[src/hdl/stc_pkg.sv]
// stc_pkg: register map, field positions and reset values of the 16-bit timer/counter
// assumes: apb slave with 32-bit data, one register per aligned word
package stc_pkg;
  localparam logic [11:0] ADDR_CONTROL   = 12'h000;
  localparam logic [11:0] ADDR_COUNT_LO  = 12'h004;
  localparam logic [11:0] ADDR_COUNT_HI  = 12'h008;
  localparam logic [11:0] ADDR_STATUS    = 12'h00C;
  localparam logic [11:0] ADDR_MASK      = 12'h010;
  localparam logic [11:0] ADDR_PORT      = 12'h014;
  localparam int          BIT_RUN        = 0;
  localparam int          BIT_SRC        = 1;
  localparam int          BIT_NOSYNC     = 2;
  localparam int          BIT_OSCEN      = 3;
  localparam int          BIT_DIV_LO     = 4;
  localparam int          BIT_SECCLK     = 6;
  localparam int          BIT_WIDE       = 7;
  localparam int          BIT_OVF        = 0;
  localparam logic [7:0]  CONTROL_RESET  = 8'h00;
  localparam logic [15:0] COUNT_RESET    = 16'h0000;
  localparam logic [1:0]  INSTR_DIV_LAST = 2'h3;
  localparam int          SYNC_STAGES    = 2;
  typedef enum logic [1:0] {STC_SRC_INT = 2'b00, STC_SRC_SYNC = 2'b01, STC_SRC_ASYNC = 2'b11} stc_mode_t;
endpackage

[src/hdl/stc_timer.sv]
// stc_timer: 16-bit timer/counter with apb registers, divider, overflow irq
// assumes: pclk is the system clock; ext pin input asynchronous to it
// Operation
// - counting only while run bit set; clearing holds the count
// - internal source counts every fourth clock; external counts rising edges
// - bypass bit skips synchroniser for external source only; here the bypass path still passes two pclk flops
// - divider selects 1:1, 1:2, 1:4 or 1:8 before the counter
// - oscillator enable bit drives the crystal oscillator enable output
// - read-only bit shows crystal oscillator is the system clock
// - wide bit selects buffered 16-bit access, else direct bytes
// - low byte read copies live high byte into high buffer
// - high write loads buffer; low write loads both bytes together
// - low byte write clears divider; high byte write leaves it
// - count wraps FFFF to 0000 and sets sticky overflow flag
// - interrupt only when overflow flag and its enable both set
// - while running the two pins are inputs and read as zero
// - oscillator keeps running in power-managed modes once enabled
// - special-event reset clears count in sync modes, no flag
// - a software count write wins over a coincident special-event reset
//
// Chosen here: register access over APB and the register offsets.
`timescale 1ns/1ps
`default_nettype none
module stc_timer
(
  input  wire logic        pclk,
  input  wire logic        presetn,
  input  wire logic        psel,
  input  wire logic        penable,
  input  wire logic        pwrite,
  input  wire logic [11:0] paddr,
  input  wire logic [31:0] pwdata,
  output logic      [31:0] prdata,
  output logic             pready,
  output logic             pslverr,
  input  wire logic        ext_count_input,
  input  wire logic        crystal_in_pin,
  input  wire logic        sys_clk_from_crystal,
  input  wire logic        special_event_reset,
  input  wire logic [1:0]  port_c_direction,
  input  wire logic [1:0]  port_c_pin_in,
  output logic [1:0]       port_c_pin_in_view,
  output logic [1:0]       port_c_pin_oe_allowed,
  output logic             crystal_osc_enable,
  output logic             irq
);
  import stc_pkg::*;
  logic [7:0]  control_ff, nxt_control;
  logic [15:0] count_ff, nxt_count;
  logic [7:0]  hibuf_ff, nxt_hibuf;
  logic        ovf_ff, nxt_ovf;
  logic        mask_ff, nxt_mask;
  logic [31:0] prdata_ff, nxt_prdata;
  logic        rd_done_ff, nxt_rd_done;
  logic        rd_cap;
  logic [2:0]  lvl_raw, lvl_q;
  logic [1:0]  instr_ff, nxt_instr;
  logic        async_meta_ff, async_sync_ff, async_prev_ff;
  logic        sync_rise;
  logic        src_pin;
  logic        raw_tick, div_tick, wr_lo, wr_hi, rd_lo, acc;
  logic        run, wide;
  stc_mode_t   mode;
  assign run  = control_ff[BIT_RUN];
  assign wide = control_ff[BIT_WIDE];
  assign mode = !control_ff[BIT_SRC] ? STC_SRC_INT :
                (control_ff[BIT_NOSYNC] ? STC_SRC_ASYNC : STC_SRC_SYNC);
  // crystal or external pin feeds the same source, oscillator preferred when on
  assign src_pin = control_ff[BIT_OSCEN] ? crystal_in_pin : ext_count_input;
  // synchronised path
  stc_sync u_sync
  (
    .clk   (pclk),
    .rst_n (presetn),
    .d     (src_pin),
    .q     (),
    .rise  (sync_rise)
  );
  // slow level pins also pass two flops before any read mux sees them
  assign lvl_raw = {sys_clk_from_crystal, port_c_pin_in};
  for (genvar i = 0; i < 3; i++)
  begin : g_lvl
    stc_sync u_lvl
    (
      .clk   (pclk),
      .rst_n (presetn),
      .d     (lvl_raw[i]),
      .q     (lvl_q[i]),
      .rise  ()
    );
  end
  // bypass path: still sampled into pclk through two flops, same latency as the synchroniser
  // limitation: true asynchronous clocking is modelled on pclk in this block
  always_ff @(posedge pclk or negedge presetn)
  begin
    if (!presetn)
    begin
      async_meta_ff <= 1'b0;
      async_sync_ff <= 1'b0;
      async_prev_ff <= 1'b0;
    end
    else
    begin
      async_meta_ff <= src_pin;
      async_sync_ff <= async_meta_ff;
      async_prev_ff <= async_sync_ff;
    end
  end
  // instruction-cycle prescale: one tick in four clocks
  always_comb
  begin
    nxt_instr = instr_ff + 2'd1;
  end
  always_ff @(posedge pclk or negedge presetn)
  begin
    if (!presetn)
      instr_ff <= 2'd0;
    else
      instr_ff <= nxt_instr;
  end
  // source select
  always_comb
  begin
    case (mode)
      STC_SRC_INT:  raw_tick = (instr_ff == INSTR_DIV_LAST);
      STC_SRC_SYNC: raw_tick = sync_rise;
      default:      raw_tick = async_sync_ff & ~async_prev_ff;
    endcase
    raw_tick = raw_tick & run;
  end
  stc_divider #(.WIDTH(3)) u_div
  (
    .clk      (pclk),
    .rst_n    (presetn),
    .tick_in  (raw_tick),
    .sel      (control_ff[BIT_DIV_LO+1:BIT_DIV_LO]),
    .clear    (wr_lo),
    .tick_out (div_tick)
  );
  // apb decode: writes are zero-wait; reads take one wait state
  // trade-off: the wait lets read data leave a flop, and read side effects fire once
  assign acc     = psel && penable;
  assign rd_cap  = acc && !pwrite && !rd_done_ff;
  assign pready  = pwrite || rd_done_ff;
  assign pslverr = 1'b0;
  assign wr_lo   = acc && pwrite && (paddr == ADDR_COUNT_LO);
  assign wr_hi   = acc && pwrite && (paddr == ADDR_COUNT_HI);
  assign rd_lo   = rd_cap && (paddr == ADDR_COUNT_LO);
  // read capture marker: high for the ready cycle only
  always_comb
  begin
    nxt_rd_done = rd_cap;
  end
  always_ff @(posedge pclk or negedge presetn)
  begin
    if (!presetn)
      rd_done_ff <= 1'b0;
    else
      rd_done_ff <= nxt_rd_done;
  end
  // register and counter next state
  always_comb
  begin
    nxt_control = control_ff;
    nxt_count   = count_ff;
    nxt_hibuf   = hibuf_ff;
    nxt_ovf     = ovf_ff;
    nxt_mask    = mask_ff;
    nxt_prdata  = prdata_ff;
    if (div_tick)
    begin
      nxt_count = count_ff + 16'h0001;
    end
    if (special_event_reset && mode != STC_SRC_ASYNC)
      nxt_count = COUNT_RESET;
    if (acc && pwrite)
    begin
      if (paddr == ADDR_CONTROL)
      begin
        nxt_control = pwdata[7:0] & 8'hBF; // status bit read-only
      end
      else if (paddr == ADDR_COUNT_LO)
      begin
        if (wide)
          nxt_count = {hibuf_ff, pwdata[7:0]};
        else
          nxt_count = {nxt_count[15:8], pwdata[7:0]};
      end
      else if (paddr == ADDR_COUNT_HI)
      begin
        if (wide)
          nxt_hibuf = pwdata[7:0];
        else
          nxt_count = {pwdata[7:0], nxt_count[7:0]};
      end
      else if (paddr == ADDR_MASK)
      begin
        nxt_mask = pwdata[BIT_OVF];
      end
    end
    if (rd_cap)
    begin
      if (paddr == ADDR_CONTROL)
        nxt_prdata = {24'h0000_00, control_ff[7], lvl_q[2], control_ff[5:0]};
      else if (paddr == ADDR_COUNT_LO)
      begin
        nxt_prdata = {24'h0000_00, count_ff[7:0]};
        if (wide)
          nxt_hibuf = count_ff[15:8];
      end
      else if (paddr == ADDR_COUNT_HI)
        nxt_prdata = {24'h0000_00, wide ? hibuf_ff : count_ff[15:8]};
      else if (paddr == ADDR_STATUS)
      begin
        nxt_prdata = {31'h0000_0000, ovf_ff};
        nxt_ovf    = 1'b0; // read clears
      end
      else if (paddr == ADDR_MASK)
        nxt_prdata = {31'h0000_0000, mask_ff};
      else if (paddr == ADDR_PORT)
        nxt_prdata = {30'h0000_0000, port_c_pin_in_view};
      else
        nxt_prdata = 32'h0000_0000;
    end
    if (div_tick && count_ff == 16'hFFFF && !(wr_lo || (wr_hi && !wide)))
      nxt_ovf = 1'b1; // set wins over clear
  end
  always_ff @(posedge pclk or negedge presetn)
  begin
    if (!presetn)
    begin
      control_ff <= CONTROL_RESET;
      count_ff   <= COUNT_RESET;
      hibuf_ff   <= 8'h00;
      ovf_ff     <= 1'b0;
      mask_ff    <= 1'b0;
      prdata_ff  <= 32'h0000_0000;
    end
    else
    begin
      control_ff <= nxt_control;
      count_ff   <= nxt_count;
      hibuf_ff   <= nxt_hibuf;
      ovf_ff     <= nxt_ovf;
      mask_ff    <= nxt_mask;
      prdata_ff  <= nxt_prdata;
    end
  end
  // read data leaves the capture flop, taken at the wait edge with its side effects
  assign prdata = prdata_ff;
  // pins forced to input while running, and read as zero
  assign port_c_pin_oe_allowed = run ? 2'b00 : ~port_c_direction;
  assign port_c_pin_in_view    = run ? 2'b00 : lvl_q[1:0];
  // oscillator has no power-mode gating here, so it runs whenever enabled
  assign crystal_osc_enable = control_ff[BIT_OSCEN];
  assign irq                = ovf_ff & mask_ff;

  // assertions
  halt_holds_a: assert property (@(posedge pclk) disable iff (!presetn)
    (!run && !acc && !special_event_reset) |=> $stable(count_ff)) else $error("count moved while stopped");
  wrap_flag_a: assert property (@(posedge pclk) disable iff (!presetn)
    (div_tick && count_ff == 16'hFFFF && !acc && !special_event_reset) |=> (count_ff == 16'h0000 && ovf_ff))
    else $error("wrap did not set flag");
  irq_gate_a: assert property (@(posedge pclk) disable iff (!presetn)
    irq == (ovf_ff && mask_ff)) else $error("irq not gated");
  wide_write_a: assert property (@(posedge pclk) disable iff (!presetn)
    (wr_lo && wide) |=> count_ff == {$past(hibuf_ff), $past(pwdata[7:0])}) else $error("wide write wrong");
  hi_capture_a: assert property (@(posedge pclk) disable iff (!presetn)
    (rd_lo && wide) |=> hibuf_ff == $past(count_ff[15:8])) else $error("high buffer not captured");
  event_reset_a: assert property (@(posedge pclk) disable iff (!presetn)
    (special_event_reset && mode != STC_SRC_ASYNC && !acc) |=> count_ff == 16'h0000) else $error("reset ignored");
  pins_input_a: assert property (@(posedge pclk) disable iff (!presetn)
    run |-> (port_c_pin_oe_allowed == 2'b00 && port_c_pin_in_view == 2'b00)) else $error("pins not forced");
  instr_rate_a: assert property (@(posedge pclk) disable iff (!presetn)
    (mode == STC_SRC_INT && raw_tick) |=> !raw_tick [*3]) else $error("internal rate wrong");
  osc_follow_a: assert property (@(posedge pclk) disable iff (!presetn)
    crystal_osc_enable == control_ff[BIT_OSCEN]) else $error("oscillator enable mismatch");
  event_noflag_a: assert property (@(posedge pclk) disable iff (!presetn)
    (special_event_reset && !rd_cap && !(div_tick && count_ff == 16'hFFFF)) |=> ovf_ff == $past(ovf_ff))
    else $error("event reset touched flag");
  write_wins_a: assert property (@(posedge pclk) disable iff (!presetn)
    (wr_lo && !wide && special_event_reset) |=> count_ff[7:0] == $past(pwdata[7:0])) else $error("event beat write");
  status_clear_a: assert property (@(posedge pclk) disable iff (!presetn)
    (rd_cap && paddr == ADDR_STATUS && !(div_tick && count_ff == 16'hFFFF)) |=> !ovf_ff)
    else $error("status read did not clear");
  secclk_ro_a: assert property (@(posedge pclk) disable iff (!presetn)
    control_ff[BIT_SECCLK] == 1'b0) else $error("status bit stored");
  cov_wrap: cover property (@(posedge pclk) disable iff (!presetn) div_tick && count_ff == 16'hFFFF);
  cov_irq: cover property (@(posedge pclk) disable iff (!presetn) $rose(irq));
  cov_sync: cover property (@(posedge pclk) disable iff (!presetn) mode == STC_SRC_SYNC && div_tick);
  cov_wide_rd: cover property (@(posedge pclk) disable iff (!presetn) rd_lo && wide);
  cov_ev_write: cover property (@(posedge pclk) disable iff (!presetn) wr_lo && special_event_reset);
endmodule
`default_nettype wire

[src/hdl/stc_sync.sv]
// stc_sync: two-flop synchroniser with rising-edge detect
// assumes: d is asynchronous to clk
`timescale 1ns/1ps
`default_nettype none
module stc_sync
(
  input  wire logic clk,
  input  wire logic rst_n,
  input  wire logic d,
  output logic      q,
  output logic      rise
);
  logic meta_ff;
  logic sync_ff;
  logic prev_ff;
  // first flop feeds only the second
  always_ff @(posedge clk or negedge rst_n)
  begin
    if (!rst_n)
    begin
      meta_ff <= 1'b0;
      sync_ff <= 1'b0;
      prev_ff <= 1'b0;
    end
    else
    begin
      meta_ff <= d;
      sync_ff <= meta_ff;
      prev_ff <= sync_ff;
    end
  end
  assign q    = sync_ff;
  assign rise = sync_ff & ~prev_ff;
endmodule
`default_nettype wire

[src/hdl/stc_divider.sv]
// stc_divider: 1/2/4/8 input divider producing one tick per n inputs
// assumes: tick_in is a one-cycle pulse on clk
`timescale 1ns/1ps
`default_nettype none
module stc_divider
#(
  parameter int WIDTH = 3
)
(
  input  wire logic       clk,
  input  wire logic       rst_n,
  input  wire logic       tick_in,
  input  wire logic [1:0] sel,
  input  wire logic       clear,
  output logic            tick_out
);
  logic [WIDTH-1:0] cnt_ff;
  logic [WIDTH-1:0] nxt_cnt;
  logic [WIDTH-1:0] last;
  initial
  begin
    if (WIDTH < 3) $error("divider width must be at least 3");
  end
  // terminal count 2**sel - 1
  always_comb
  begin
    last     = WIDTH'((1 << sel) - 1);
    nxt_cnt  = cnt_ff;
    tick_out = tick_in && (cnt_ff >= last);
    if (clear)
      nxt_cnt = '0;
    else if (tick_in)
      nxt_cnt = (cnt_ff >= last) ? '0 : cnt_ff + 1'b1;
  end
  always_ff @(posedge clk or negedge rst_n)
  begin
    if (!rst_n)
      cnt_ff <= '0;
    else
      cnt_ff <= nxt_cnt;
  end
endmodule
`default_nettype wire

[config.mk]
export PLATFORM = sky130hd
export DESIGN_NAME = stc_timer
export DESIGN_NICKNAME = d
export VERILOG_FILES = /design/src/hdl/stc_pkg.sv /design/src/hdl/stc_timer.sv /design/src/hdl/stc_sync.sv /design/src/hdl/stc_divider.sv
export SDC_FILE = /design/constraint.sdc
export NUM_CORES = 1
export LEC_CHECK = 0
export BUFFER_PORTS_ARGS = -buffer_cell sky130_fd_sc_hd__buf_4
export CAP_MARGIN = 20
export CORE_MARGIN = 2
export CORE_UTILIZATION = 26
export CTS_CLUSTER_SIZE = 20
export DETAILED_ROUTE_END_ITERATION = 16
export GPL_ROUTABILITY_DRIVEN = 0
export PLACE_DENSITY_LB_ADDON = 0.1
export REMOVE_ABC_BUFFERS = 1
export SLEW_MARGIN = 0
export SYNTH_ARGS = -nofsm -noshare
export SYNTH_HDL_FRONTEND = slang
export SYNTH_SLANG_ARGS = --single-unit
[constraint.sdc]
create_clock -name pclk -period 6.5 [get_ports pclk]
set_clock_uncertainty 0.15 [all_clocks]
set_input_delay 1.3 -clock pclk [delete_from_list [all_inputs] [get_ports pclk]]
set_output_delay 1.3 -clock pclk [all_outputs]
set_load 0.01 [all_outputs]
==> metrics.md, run 1 <==
| Metric | Value |
|---|---|
| Actual slew at the worst max-slew pin | 963.5 ps |
| Share of cells above drive strength 1 | 19.70% |
| Max_slew headroom | 35.77% |
| Post-CTS Resized | 0 |
| Vias per cell | 4.824 |
| Via count | 2764 |
| Synth Flop Type | dfrtp_1 |
| Gr ovfl total | 0 |
| DIE WIDTH | 118.3 um |
| CTS buffer count | 5 |
| RSZ-0062 raised after global routing | no |
| Initial Util | 26.81% |
| DIE HEIGHT | 118.3 um |
| Final hold vios | 0 |
| Hold buffer count at CTS | 0 |
| Synth Area per Inst | 9.384 um^2 |
| Reg2reg setup slack | 4060 ps |
| Reg2reg path depth | 5 |
| Fillcell total | 1370 |
| Data required, critical path | 6520 ps |
| Data arrival time of the critical path | 3320 ps |
| Site Rows | 41 |
| Cell Area, Placed | 3787 um^2 |
| Number of synthesized flops with an enable pin | 0 |
| Largest net degree at the start of global routing | 57 |
| Most frequent cells in the layout | dfrtp_1 (56), buf_4 (48), nand2_1 (35), o21ai_0 (28), conb_1 (25) |
| Max_cap viols | 0 |
| Drt first-iter violations | 146 |
| R2r startpoint | control_ff[7] |
| Synth top area cells | dfrtp_1 (41%), buf_4 (5.5%), o21ai_0 (4.1%) |
| Critical Path End Type | flip-flop |
| Synth Warn # | 0 |
| Tcrit/Tclk final | 50.80% |
| Post-CTS setup buffer count | 0 |
| Clock network latency to the later pin of the worst-skew pair | 290 ps |
| Root buffer cell | clkbuf_16 |
| Critical Path Start Type | input pin |
| Mapped cell area | 3397 um^2 |
| Slew Viols, Final | 0 |
| Final Util | 31.08% |
| Clk pin slew, worst setup/hold paths | 70 ps |
| Area Overhead vs Synth | 15.91% |
| Post-synthesis sequential area ratio | 41.25% |
| Worst r2r dst | count_ff[15] |
| Setup violators final | 0 |
| WL per Instance | 17.26 um |
| Ant. Diodes | 0 |
| Critical path type | in2reg |
| Mapped Cells | 362 |
| Number of global-route vias before repair | 2743 |
| Port bufs | 47 |
| ANT nets after route | 0 |
| Post-synth top area cell | dfrtp_1 |
| Most common cell after layout, fill and taps aside | dfrtp_1 |
| Setup_tns | 0 ps |
| CTS Sinks | 56 |
| DPL Wire Length | 7311 um |
| Hold Crit Depth | 0 |
| Final instance area | 3938 um^2 |
| Initial antenna violation count | 0 |
| CTS tree | done |
| Share of the synthesized area in the top cell type | 41.25% |
| Drt pass-1 iters | 4 |
| Nets | 463 |
| Maximum clock rate | 0.3028 GHz |
| Hold Path End | g_lvl[1].u_lvl.q |
| Synth cell types | 59 |
| Ys async rst share | 100.0% |
| Yosys reg bits | 56 |
| Worst hold slack | 201.0 ps |
| DRC | 0 |
| Max clock buf depth | 2 |
| DIE AREA | 14000 um^2 |
| Cell area power density | 177.5 nW/um^2 |
| Total routed wirelength | 9888 um |
| Status | complete, no violations |
| CP max FO | 13 |
| Peak supply drop | 0.08113 mV |
| Placeable Area | 12670 um^2 |
| Hold WC Path Type | reg2reg |
| First-pass GRT wire length | 15790 um |
| Min Clock Period, post-route | 3302 ps |
| Leak | 1.680 nW |
| Top-Level Pins | 97 |
| Depth of the CTS H-tree | 2 |
| HP Start | g_lvl[1].u_lvl.meta_ff |
| GRT Util Overall | 14.46% |
-- area by class of cell --
| class | instances | area [um^2] | area share, % |
|---|---|---|---|
| well taps | 172 | 215.2 | 5.466 |
| repair buffers | 48 | 360.3 | 9.152 |
| clock inverters | 1 | 7.507 | 0.1907 |
| multi-input cells | 276 | 1762 | 44.74 |
| clock buffers | 7 | 142.6 | 3.622 |
| flip-flops and latches | 56 | 1401 | 35.59 |
| inverters | 13 | 48.80 | 1.239 |
-- worst max-delay path: stages --
cell and delay [ps]:
buf_4 110, nor4_2 390, nand4_1 290, nor2_1 780, or2_2 320, o21ai_0 120
-- metrics by stage --
stage / power [W] / cells / setup WS, ps
after CTS: 0.0007126 / 573 / 3192
final: 0.0006987 / 573 / 3198
after floorplan: 0.0003841 / 345 / 3519
after detailed placement: 0.0004252 / 565 / 2880
after global placement: 0.0004247 / 565 / 2897
after global routing: 0.0007371 / 573 / 2947
-- registers in the layout, summed over array words and instances (netlist names) --
signal and count:
count_ff 16, hibuf_ff 8, prdata 8, control_ff 7, g_lvl.u_lvl.meta_ff 3, g_lvl.u_lvl.q 3, u_div.cnt_ff 3, instr_ff 2
mask_ff 1, ovf_ff 1, rd_done_ff 1, u_sync.meta_ff 1, u_sync.prev_ff 1, u_sync.q 1
-- per-layer routing --
metal / track usage (%) / part of all wire, % / vias up
met2: 24.02 / 49 / 66
met5: 0 / 0 / -
met3: 2.317 / 3.7 / 4
met1: 19.92 / 46 / 1359
li1: - / - / 1335
met4: 2.711 / 0.44 / 0
-- power by group --
part / switching [W] / leakage, nW / internal [W]
logic: 0.0000422 / 0.879 / 0.0000225
clock network: 0.000127 / 0.0701 / 0.000154
registers: 0.00000116 / 0.731 / 0.000351
-- synth_stat cells, types with 4 or more instances --
cell type  number
a22oi_1         9
nand3_1        14
dfrtp_1        56
xnor2_1        10
o2111ai_1       4
o2bb2ai_1       6
xor2_1          4
nor2_1         24
nor3_1          4
nand2_1        35
nor2b_1         5
o21ai_0        28
o32ai_1         8
buf_4          25
nor4_1          4
a21oi_1        15
clkbuf_1        4
ha_1            6
mux2_2          9
mux2i_1         7
inv_1          13
nand4_1         9
buf_2          10
-- logic make-up after synthesis --
kind of cell | synth area share (%)
buf+inv | 9.540
xor+xnor | 3.609
flops | 41.25
fa+ha+maj | 2.210
simple gates | 20.44
compound gates | 17.46
mux | 5.378
other cells | 0.1104
-- worst max path at each step --
| stage | from | endpoint | slack, ps | depth (start not counted) |
|---|---|---|---|---|
| 2_1_floorplan | pwrite | pready | 3520 | 2 |
| 3_3_place_gp | paddr[4] | count_ff[1] | 2900 | 6 |
| 3_5_place_dp | paddr[9] | count_ff[1] | 2880 | 6 |
| 4_1_cts | paddr[9] | count_ff[1] | 3190 | 6 |
| 5_1_grt | paddr[9] | count_ff[5] | 2950 | 6 |
| 6_report | paddr[9] | count_ff[5] | 3200 | 6 |
Note: power is estimated with default switching activity, not from simulation.
==> run 2: changes to the inputs <==
==> constraint.sdc (replaced) <==
create_clock -name pclk -period 3 [get_ports pclk]
set_clock_uncertainty 0.15 [all_clocks]
set_input_delay 0.6 -clock pclk [delete_from_list [all_inputs] [get_ports pclk]]
set_output_delay 0.6 -clock pclk [all_outputs]
set_load 0.01 [all_outputs]
==> run 2 against run 1 <==
  * Count of clock-buffer cells in the layout did not move
  * Via count rose by 2.2%
  * Die area did not move
  * First-iteration DRC count fell by 6.8%
  * Wire length rose by 2.4%
  * Sequential power rose by 120%
  * Cell count rose by 1.7%
  * Largest power group unchanged
  * Total power rose by 120%
  * Hold slack improved by 1.9 ps
  * Flip-flop and latch count did not move
==> metrics.md, run 2 (same netlist as run 1, synthesis figures left out) <==
| Metric | Value |
|---|---|
| Cell area power density | 382.2 nW/um^2 (was 177.5 nW/um^2) |
| Setup_tns | 0 ps (unchanged) |
| Reg2reg path depth | 6 (was 5) |
| Total routed wirelength | 10120 um (was 9888 um) |
| Min Clock Period, post-route | 2474 ps |
| Max clock buf depth | 2 (unchanged) |
| Slowest CP cell | or3_1 (was nor2_1) |
| GRT Util Overall | 14.84% (was 14.46%) |
| Crit-path cells | or2_2, ha_1, nor2b_1, o21a_1, or3_1, o41ai_1 (was buf_4, nor4_2, nand4_1, nor2_1, or2_2, o21ai_0) |
| ANT nets after route | 0 (unchanged) |
| CTS buffer count | 5 (unchanged) |
| Post-CTS Resized | 0 (unchanged) |
| Drt pass-1 iters | 4 (unchanged) |
| Final Util | 31.75% (was 31.08%) |
| Setup violators final | 0 (unchanged) |
| DPL Wire Length | 7500 um (was 7311 um) |
| Slew Viols, Final | 0 (unchanged) |
| Nets | 474 (was 463) |
| Cell Area, Placed | 3870 um^2 (was 3787 um^2) |
| Placeable Area | 12670 um^2 (unchanged) |
| Initial Util | 26.81% (unchanged) |
| Port bufs | 47 (unchanged) |
| HP Start | g_lvl[1].u_lvl.meta_ff (unchanged) |
| Largest net degree at the start of global routing | 57 (unchanged) |
| Critical Path End Type | flip-flop (unchanged) |
| Hold Crit Depth | 0 (unchanged) |
| Clk pin slew, worst setup/hold paths | 70 ps (about the same) |
| Clock network latency to the later pin of the worst-skew pair | 300 ps (was 290 ps) |
| Met3 Wirelength | 384 um (was 362 um) |
| DIE AREA | 14000 um^2 (unchanged) |
| Drt first-iter violations | 136 (was 146) |
| Leak | 1.742 nW (was 1.680 nW) |
| Final hold vios | 0 (unchanged) |
| Final instance area | 4023 um^2 (was 3938 um^2) |
| CTS tree | done (unchanged) |
| Status | complete, no violations (unchanged) |
| Top-Level Pins | 97 (unchanged) |
| Data arrival time of the critical path | 2500 ps (was 3320 ps) |
| Critical Path Start Type | flip-flop (was input pin) |
| Max_slew headroom | 48.62% (was 35.77%) |
| Vias per cell | 4.846 (was 4.824) |
| Number of global-route vias before repair | 2884 (was 2743) |
| Slowest Stage Delay on Critical Path | 470 ps (was 780 ps) |
| Area Overhead vs Synth | 18.42% (was 15.91%) |
| M1 WL | 4758 um (was 4592 um) |
| Max_cap viols | 0 (unchanged) |
| Actual slew at the worst max-slew pin | 770.8 ps (was 963.5 ps) |
| Hold buffer count at CTS | 0 (unchanged) |
| DIE WIDTH | 118.3 um (unchanged) |
| CTS Sinks | 56 (unchanged) |
| Data required, critical path | 3030 ps (was 6520 ps) |
| WL per Instance | 17.37 um (was 17.26 um) |
| R2r startpoint | control_ff[5] (was control_ff[7]) |
| Most common cell after layout, fill and taps aside | buf_4 (was dfrtp_1) |
| Ant. Diodes | 0 (unchanged) |
| Site Rows | 41 (unchanged) |
| Reg2reg setup slack | 530 ps (was 4060 ps) |
| Peak supply drop | 0.1976 mV (was 0.08113 mV) |
| Via count | 2825 (was 2764) |
| Hold Path End | g_lvl[1].u_lvl.q (unchanged) |
| Depth of the CTS H-tree | 2 (unchanged) |
| DIE HEIGHT | 118.3 um (unchanged) |
| DRC | 0 (unchanged) |
| CP max FO | 7 (was 13) |
| Share of cells above drive strength 1 | 21.90% (was 19.70%) |
| Tcrit/Tclk final | 82.46% |
| Critical path type | reg2reg (was in2reg) |
| Root buffer cell | clkbuf_16 (unchanged) |
| Largest register FFs | 16 (unchanged) |
| Initial antenna violation count | 0 (unchanged) |
| Maximum clock rate | 0.4043 GHz |
| WL met2 | 4827 um (was 4888 um) |
| Most flops, register | count_ff (unchanged) |
| Post-CTS setup buffer count | 0 (unchanged) |
| Hold WC Path Type | reg2reg (unchanged) |
| RSZ-0062 raised after global routing | no (unchanged) |
| Most frequent cells in the layout | buf_4 (59), dfrtp_1 (56), nand2_1 (35), o21ai_0 (28), conb_1 (25) (was dfrtp_1 (56), buf_4 (48), nand2_1 (35), o21ai_0 (28), conb_1 (25)) |
| Gr ovfl total | 0 (unchanged) |
| First-pass GRT wire length | 16160 um (was 15790 um) |
| Uppermost layer routed | met4 (unchanged) |
| Worst r2r dst | ovf_ff (was count_ff[15]) |
## run 2: stage by stage
stage / setup WS [ps] / hold WS [ps] / total power (W) / instances
finish: 526.3 / 202.9 / 0.001538 / 583
global route: 416.3 / 212.5 / 0.001609 / 583
CTS: 496.7 / 207.1 / 0.001567 / 583
detailed placement: 466.3 / 189.7 / 0.0009263 / 576
global placement: 457.9 / 183.0 / 0.0009259 / 576
floorplan: 547.2 / 154.4 / 0.0008323 / 345
## run 2: critical path, delay by kind of cell (launching register included)
| family | cells | cell delay, ps |
|---|---|---|
| and+or+nand+nor | 3 | 830 |
| AOI/OAI and AO/OA | 2 | 690 |
| DFF | 1 | 410 |
| adders and majority gates | 1 | 280 |
## run 2: final cells by class
type / instances / area, um^2
tap: 172 / 215.2
sequential: 56 / 1401
timing repair buffer: 59 / 442.9
multi-input combinational: 276 / 1762
inverter: 13 / 48.80
fill: 1360 / 8648
clock buffer: 7 / 152.6
## run 2: per-layer routing
layer  up-vias  global-route usage [%]
met5         -                       0
met4         0                   4.292
met3        11                   2.510
met2        69                   24.31
met1      1384                   20.05
li1       1361                       -
## run 2: power breakdown
part,switching (W),total [W],leakage (nW),internal (W)
Sequential,0.00000244,0.000764,0.731,0.000761
Combinational,0.0000937,0.000146,0.935,0.0000521
Clock,0.000276,0.000628,0.0760,0.000352
## run 2: how the worst max path moves through the flow
stage,slack (ps),from,end,depth (start not counted)
3_3_place_gp,460,paddr[9],hibuf_ff[6],7
6_report,530,control_ff[5],ovf_ff,6
3_5_place_dp,470,paddr[9],hibuf_ff[3],7
4_1_cts,500,control_ff[5],ovf_ff,6
5_1_grt,420,control_ff[5],ovf_ff,6
2_1_floorplan,550,control_ff[5],count_ff[0],7
==> run 3: changes to the inputs <==
--- a/config.mk
+++ b/config.mk
@@ -5,6 +5,7 @@
 export SDC_FILE = /design/constraint.sdc
 export NUM_CORES = 1
 export LEC_CHECK = 0
+export ABC_AREA = 1
 export BUFFER_PORTS_ARGS = -buffer_cell sky130_fd_sc_hd__buf_4
 export CAP_MARGIN = 20
 export CORE_MARGIN = 2
==> constraint.sdc (replaced) <==
create_clock -name pclk -period 2.1 [get_ports pclk]
set_clock_uncertainty 0.15 [all_clocks]
set_input_delay 0.42 -clock pclk [delete_from_list [all_inputs] [get_ports pclk]]
set_output_delay 0.42 -clock pclk [all_outputs]
set_load 0.01 [all_outputs]
==> run 3 against run 2 <==
  * Maximum frequency up 25%
  * Critical endpoint is now count_ff[9]
  * Non-clock buffer count increased by 21
  * Sequential share of layout area is 5.1 points lower
  * Register-to-register slack worse by 400 ps
  * Hold slack got worse by 150 ps
  * Largest power group unchanged
  * Via count is 22% higher
  * Flip-flop and latch count unchanged
  * Critical path type unchanged
  * Die area up 9.5%
  * Combinational power up 66%
==> metrics.md, run 3 <==
| Metric | Value |
|---|---|
| Critical Path Start Type | flip-flop (unchanged) |
| Most common cell after layout, fill and taps aside | nand2_1 (was buf_4) |
| Via count | 3435 (was 2825) |
| Final instance area | 4707 um^2 (was 4023 um^2) |
| Number of synthesized flops with an enable pin | 0 (unchanged) |
| Most frequent cells in the layout | nand2_1 (111), buf_4 (75), dfrtp_1 (56), inv_1 (55), o21ai_0 (36) (was buf_4 (59), dfrtp_1 (56), nand2_1 (35), o21ai_0 (28), conb_1 (25)) |
| Max clock buf depth | 2 (unchanged) |
| Post-synthesis xor/xnor area fraction | 2.581% (was 3.610%) |
| Data arrival time of the critical path | 2020 ps (was 2500 ps) |
| Clock network latency to the later pin of the worst-skew pair | 310 ps (was 300 ps) |
| Share of the synthesized area in the top cell type | 37.55% (was 41.25%) |
| Post-Synth Adder-Cell Area | 2.011% (was 2.210%) |
| Most frequent cell after synthesis | nand2_1 (was dfrtp_1) |
| CTS tree | done (unchanged) |
| Final hold vios | 0 (unchanged) |
| Top-Level Pins | 97 (unchanged) |
| Post-synthesis compound-gate area fraction | 15.82% (was 17.46%) |
| Post-synthesis mux area share | 0.3017% (was 5.378%) |
| Root buffer cell | clkbuf_16 (unchanged) |
| Hold Crit Depth | 1 (was 0) |
| Fin worst setup slack | 126.3 ps (was 526.3 ps) |
| Cell Area, Placed | 4388 um^2 (was 3870 um^2) |
| Reg2reg path depth | 9 (was 6) |
| Mapped Cells | 485 (was 362) |
| Status | complete, no violations (unchanged) |
| Most instantiated cells after synthesis | nand2_1 (112), dfrtp_1 (56), inv_1 (55), o21ai_0 (36) (was dfrtp_1 (56), nand2_1 (35), o21ai_0 (28), buf_4 (25), nor2_1 (24)) |
| Largest register FFs | 16 (unchanged) |
| Largest net degree at the start of global routing | 31 (was 57) |
| Port bufs | 47 (unchanged) |
| CTS Sinks | 56 (unchanged) |
| Synth Area per Inst | 7.696 um^2 (was 9.384 um^2) |
| Depth of the CTS H-tree | 2 (unchanged) |
| Share of cells above drive strength 1 | 25.80% (was 21.90%) |
| Gr ovfl total | 0 (unchanged) |
| RSZ-0062 raised after global routing | no (unchanged) |
| DPL Wire Length | 8660 um (was 7500 um) |
| Nets | 624 (was 474) |
| Vias per cell | 4.629 (was 4.846) |
| Clk pin slew, worst setup/hold paths | 80 ps (was 70 ps) |
| GRT Util Overall | 15.77% (was 14.84%) |
| Most flops, register | count_ff (unchanged) |
| Reg2reg setup slack | 130 ps (was 530 ps) |
| R2r startpoint | control_ff[5] (unchanged) |
| Initial Util | 26.78% (was 26.81%) |
| Min Clock Period, post-route | 1974 ps (was 2474 ps) |
| Cell area power density | 501.2 nW/um^2 (was 382.2 nW/um^2) |
| Largest family of logic cells by synthesized area | simple AND/OR/NAND/NOR gates (unchanged) |
| Initial antenna violation count | 0 (unchanged) |
| Pre-CTS setup slack | 31.84 ps (was 466.3 ps) |
| Mapped cell area | 3732 um^2 (was 3397 um^2) |
| Leak | 2.294 nW (was 1.742 nW) |
| Ys async rst share | 100.0% (unchanged) |
| Synth Warn # | 0 (unchanged) |
| WL per Instance | 15.19 um (was 17.37 um) |
| Yosys reg bits | 56 (unchanged) |
| Worst r2r dst | count_ff[9] (was ovf_ff) |
| Data required, critical path | 2150 ps (was 3030 ps) |
| Setup_tns | 0 ps (unchanged) |
| Critical Path Source | control_ff[5] (unchanged) |
| DIE WIDTH | 123.8 um (was 118.3 um) |
| Synth cell types | 45 (was 59) |
| Max_cap viols | 0 (unchanged) |
| Critical path type | reg2reg (unchanged) |
| Setup violators final | 0 (unchanged) |
| DIE AREA | 15330 um^2 (was 14000 um^2) |
| Site Rows | 43 (was 41) |
| Ant. Diodes | 0 (unchanged) |
| HP Start | port_c_pin_in[0] (was g_lvl[1].u_lvl.meta_ff) |
| Critical Path End Type | flip-flop (unchanged) |
| CP max FO | 7 (unchanged) |
| Peak supply drop | 0.2805 mV (was 0.1976 mV) |
| Post-synth top area cell | dfrtp_1 (unchanged) |
| Slew Viols, Final | 0 (unchanged) |
| DRC | 0 (unchanged) |
| Number of global-route vias before repair | 3406 (was 2884) |
| CTS buffer count | 5 (unchanged) |
| Drt first-iter violations | 189 (was 136) |
| Hold WC Path Type | in2reg (was reg2reg) |
| Tcrit/Tclk final | 93.98% (was 82.46%) |
| DIE HEIGHT | 123.8 um (was 118.3 um) |
| Synth Flop Type | dfrtp_1 (unchanged) |
| Synth top area cells | dfrtp_1 (38%), nand2_1 (11%), inv_1 (5.5%) (was dfrtp_1 (41%), buf_4 (5.5%), o21ai_0 (4.1%)) |
| Simple-Gate Fraction of Synth Area | 28.09% (was 20.44%) |
| First-pass GRT wire length | 18130 um (was 16160 um) |
| Area Overhead vs Synth | 26.11% (was 18.42%) |
| Hold Path End | g_lvl[0].u_lvl.meta_ff (was g_lvl[1].u_lvl.q) |
| Drt pass-1 iters | 5 (was 4) |
| Final Util | 33.78% (was 31.75%) |
| Post-synthesis sequential area ratio | 37.55% (was 41.25%) |
| Placeable Area | 13930 um^2 (was 12670 um^2) |
| ANT nets after route | 0 (unchanged) |
| Maximum clock rate | 0.5067 GHz (was 0.4043 GHz) |
| Total routed wirelength | 11270 um (was 10120 um) |
## run 3: cell types whose count changed after synthesis, moves of 8 or more
cell	before	now
o211ai_1	0	10
o21ai_1	2	12
nand2_1	35	112
inv_2	0	8
o21ai_0	28	36
inv_1	13	55
mux2_2	9	1
nand3_1	14	23
o32ai_1	8	0
## run 3: worst max-delay path, cell delays in order (launching register included)
cell and delay (ps):
dfrtp_1 400, or2_4 260, ha_4 260, nand3_2 70
nand3_4 120, nand2_8 90, buf_6 140, nor3_4 120
xor2_1 160, o21ai_1 90
## run 3: what timing repair did
| action | 4_1_cts | 5_1_grt |
|---|---|---|
| setup endpoints to repair | 0 | 14 |
| hold buffers | 1 | 0 |
| resized for setup | 0 | 21 |
| setup buffers | 0 | 3 |
| hold endpoints to repair | 29 | 0 |
## run 3: worst max-delay path by stage
| stage | end |
|---|---|
| 3_5_place_dp | count_ff[10] |
| 4_1_cts | count_ff[10] |
| 3_3_place_gp | count_ff[12] |
| 6_report | count_ff[9] |
| 5_1_grt | count_ff[10] |
| 2_1_floorplan | count_ff[12] |
## run 3: metal layers
metal  up-vias  wire length (um)  GRT usage (%)  part of all wire (%)
met5         -                 0              0                     0
met4         0               206          4.901                   1.8
met3        14               656          3.114                   5.8
met2       107              5138          25.00                    46
met1      1616              5268          21.61                    47
li1       1698                 -              -                     -
## run 3: layout make-up
cell class	instances	area (um^2)
fillers	1479	9228
multi-input cells	352	2016
flip-flops and latches	56	1401
repair buffers	80	635.6
inverters	65	255.2
well taps	180	225.2
clock buffers	6	128.9
clock inverters	2	38.79
repair inverters	1	6.256
## run 3: logic make-up (layout without fill, tap and decap cells)
family          after synthesis  in the layout
simple gates                211            211
buf+inv                     101            154
compound gates               98             98
flops                        56             56
xor+xnor                     11             11
fa+ha+maj                     6              6
other cells                   1             25
mux                           1              1
## run 3: where the power goes
part	switching [W]	internal (W)
combinational	0.000151	0.0000914
sequential	0.0000120	0.00110
clock	0.000435	0.000570
## run 3: stage by stage
step	hold slack [ps]	std cells	total power, W
detailed placement	184.7	729	0.001374
CTS	51.60	738	0.002388
global placement	184.9	729	0.001370
global route	52.61	742	0.002456
floorplan	-25.59	473	0.001243
finish	56.83	742	0.002359
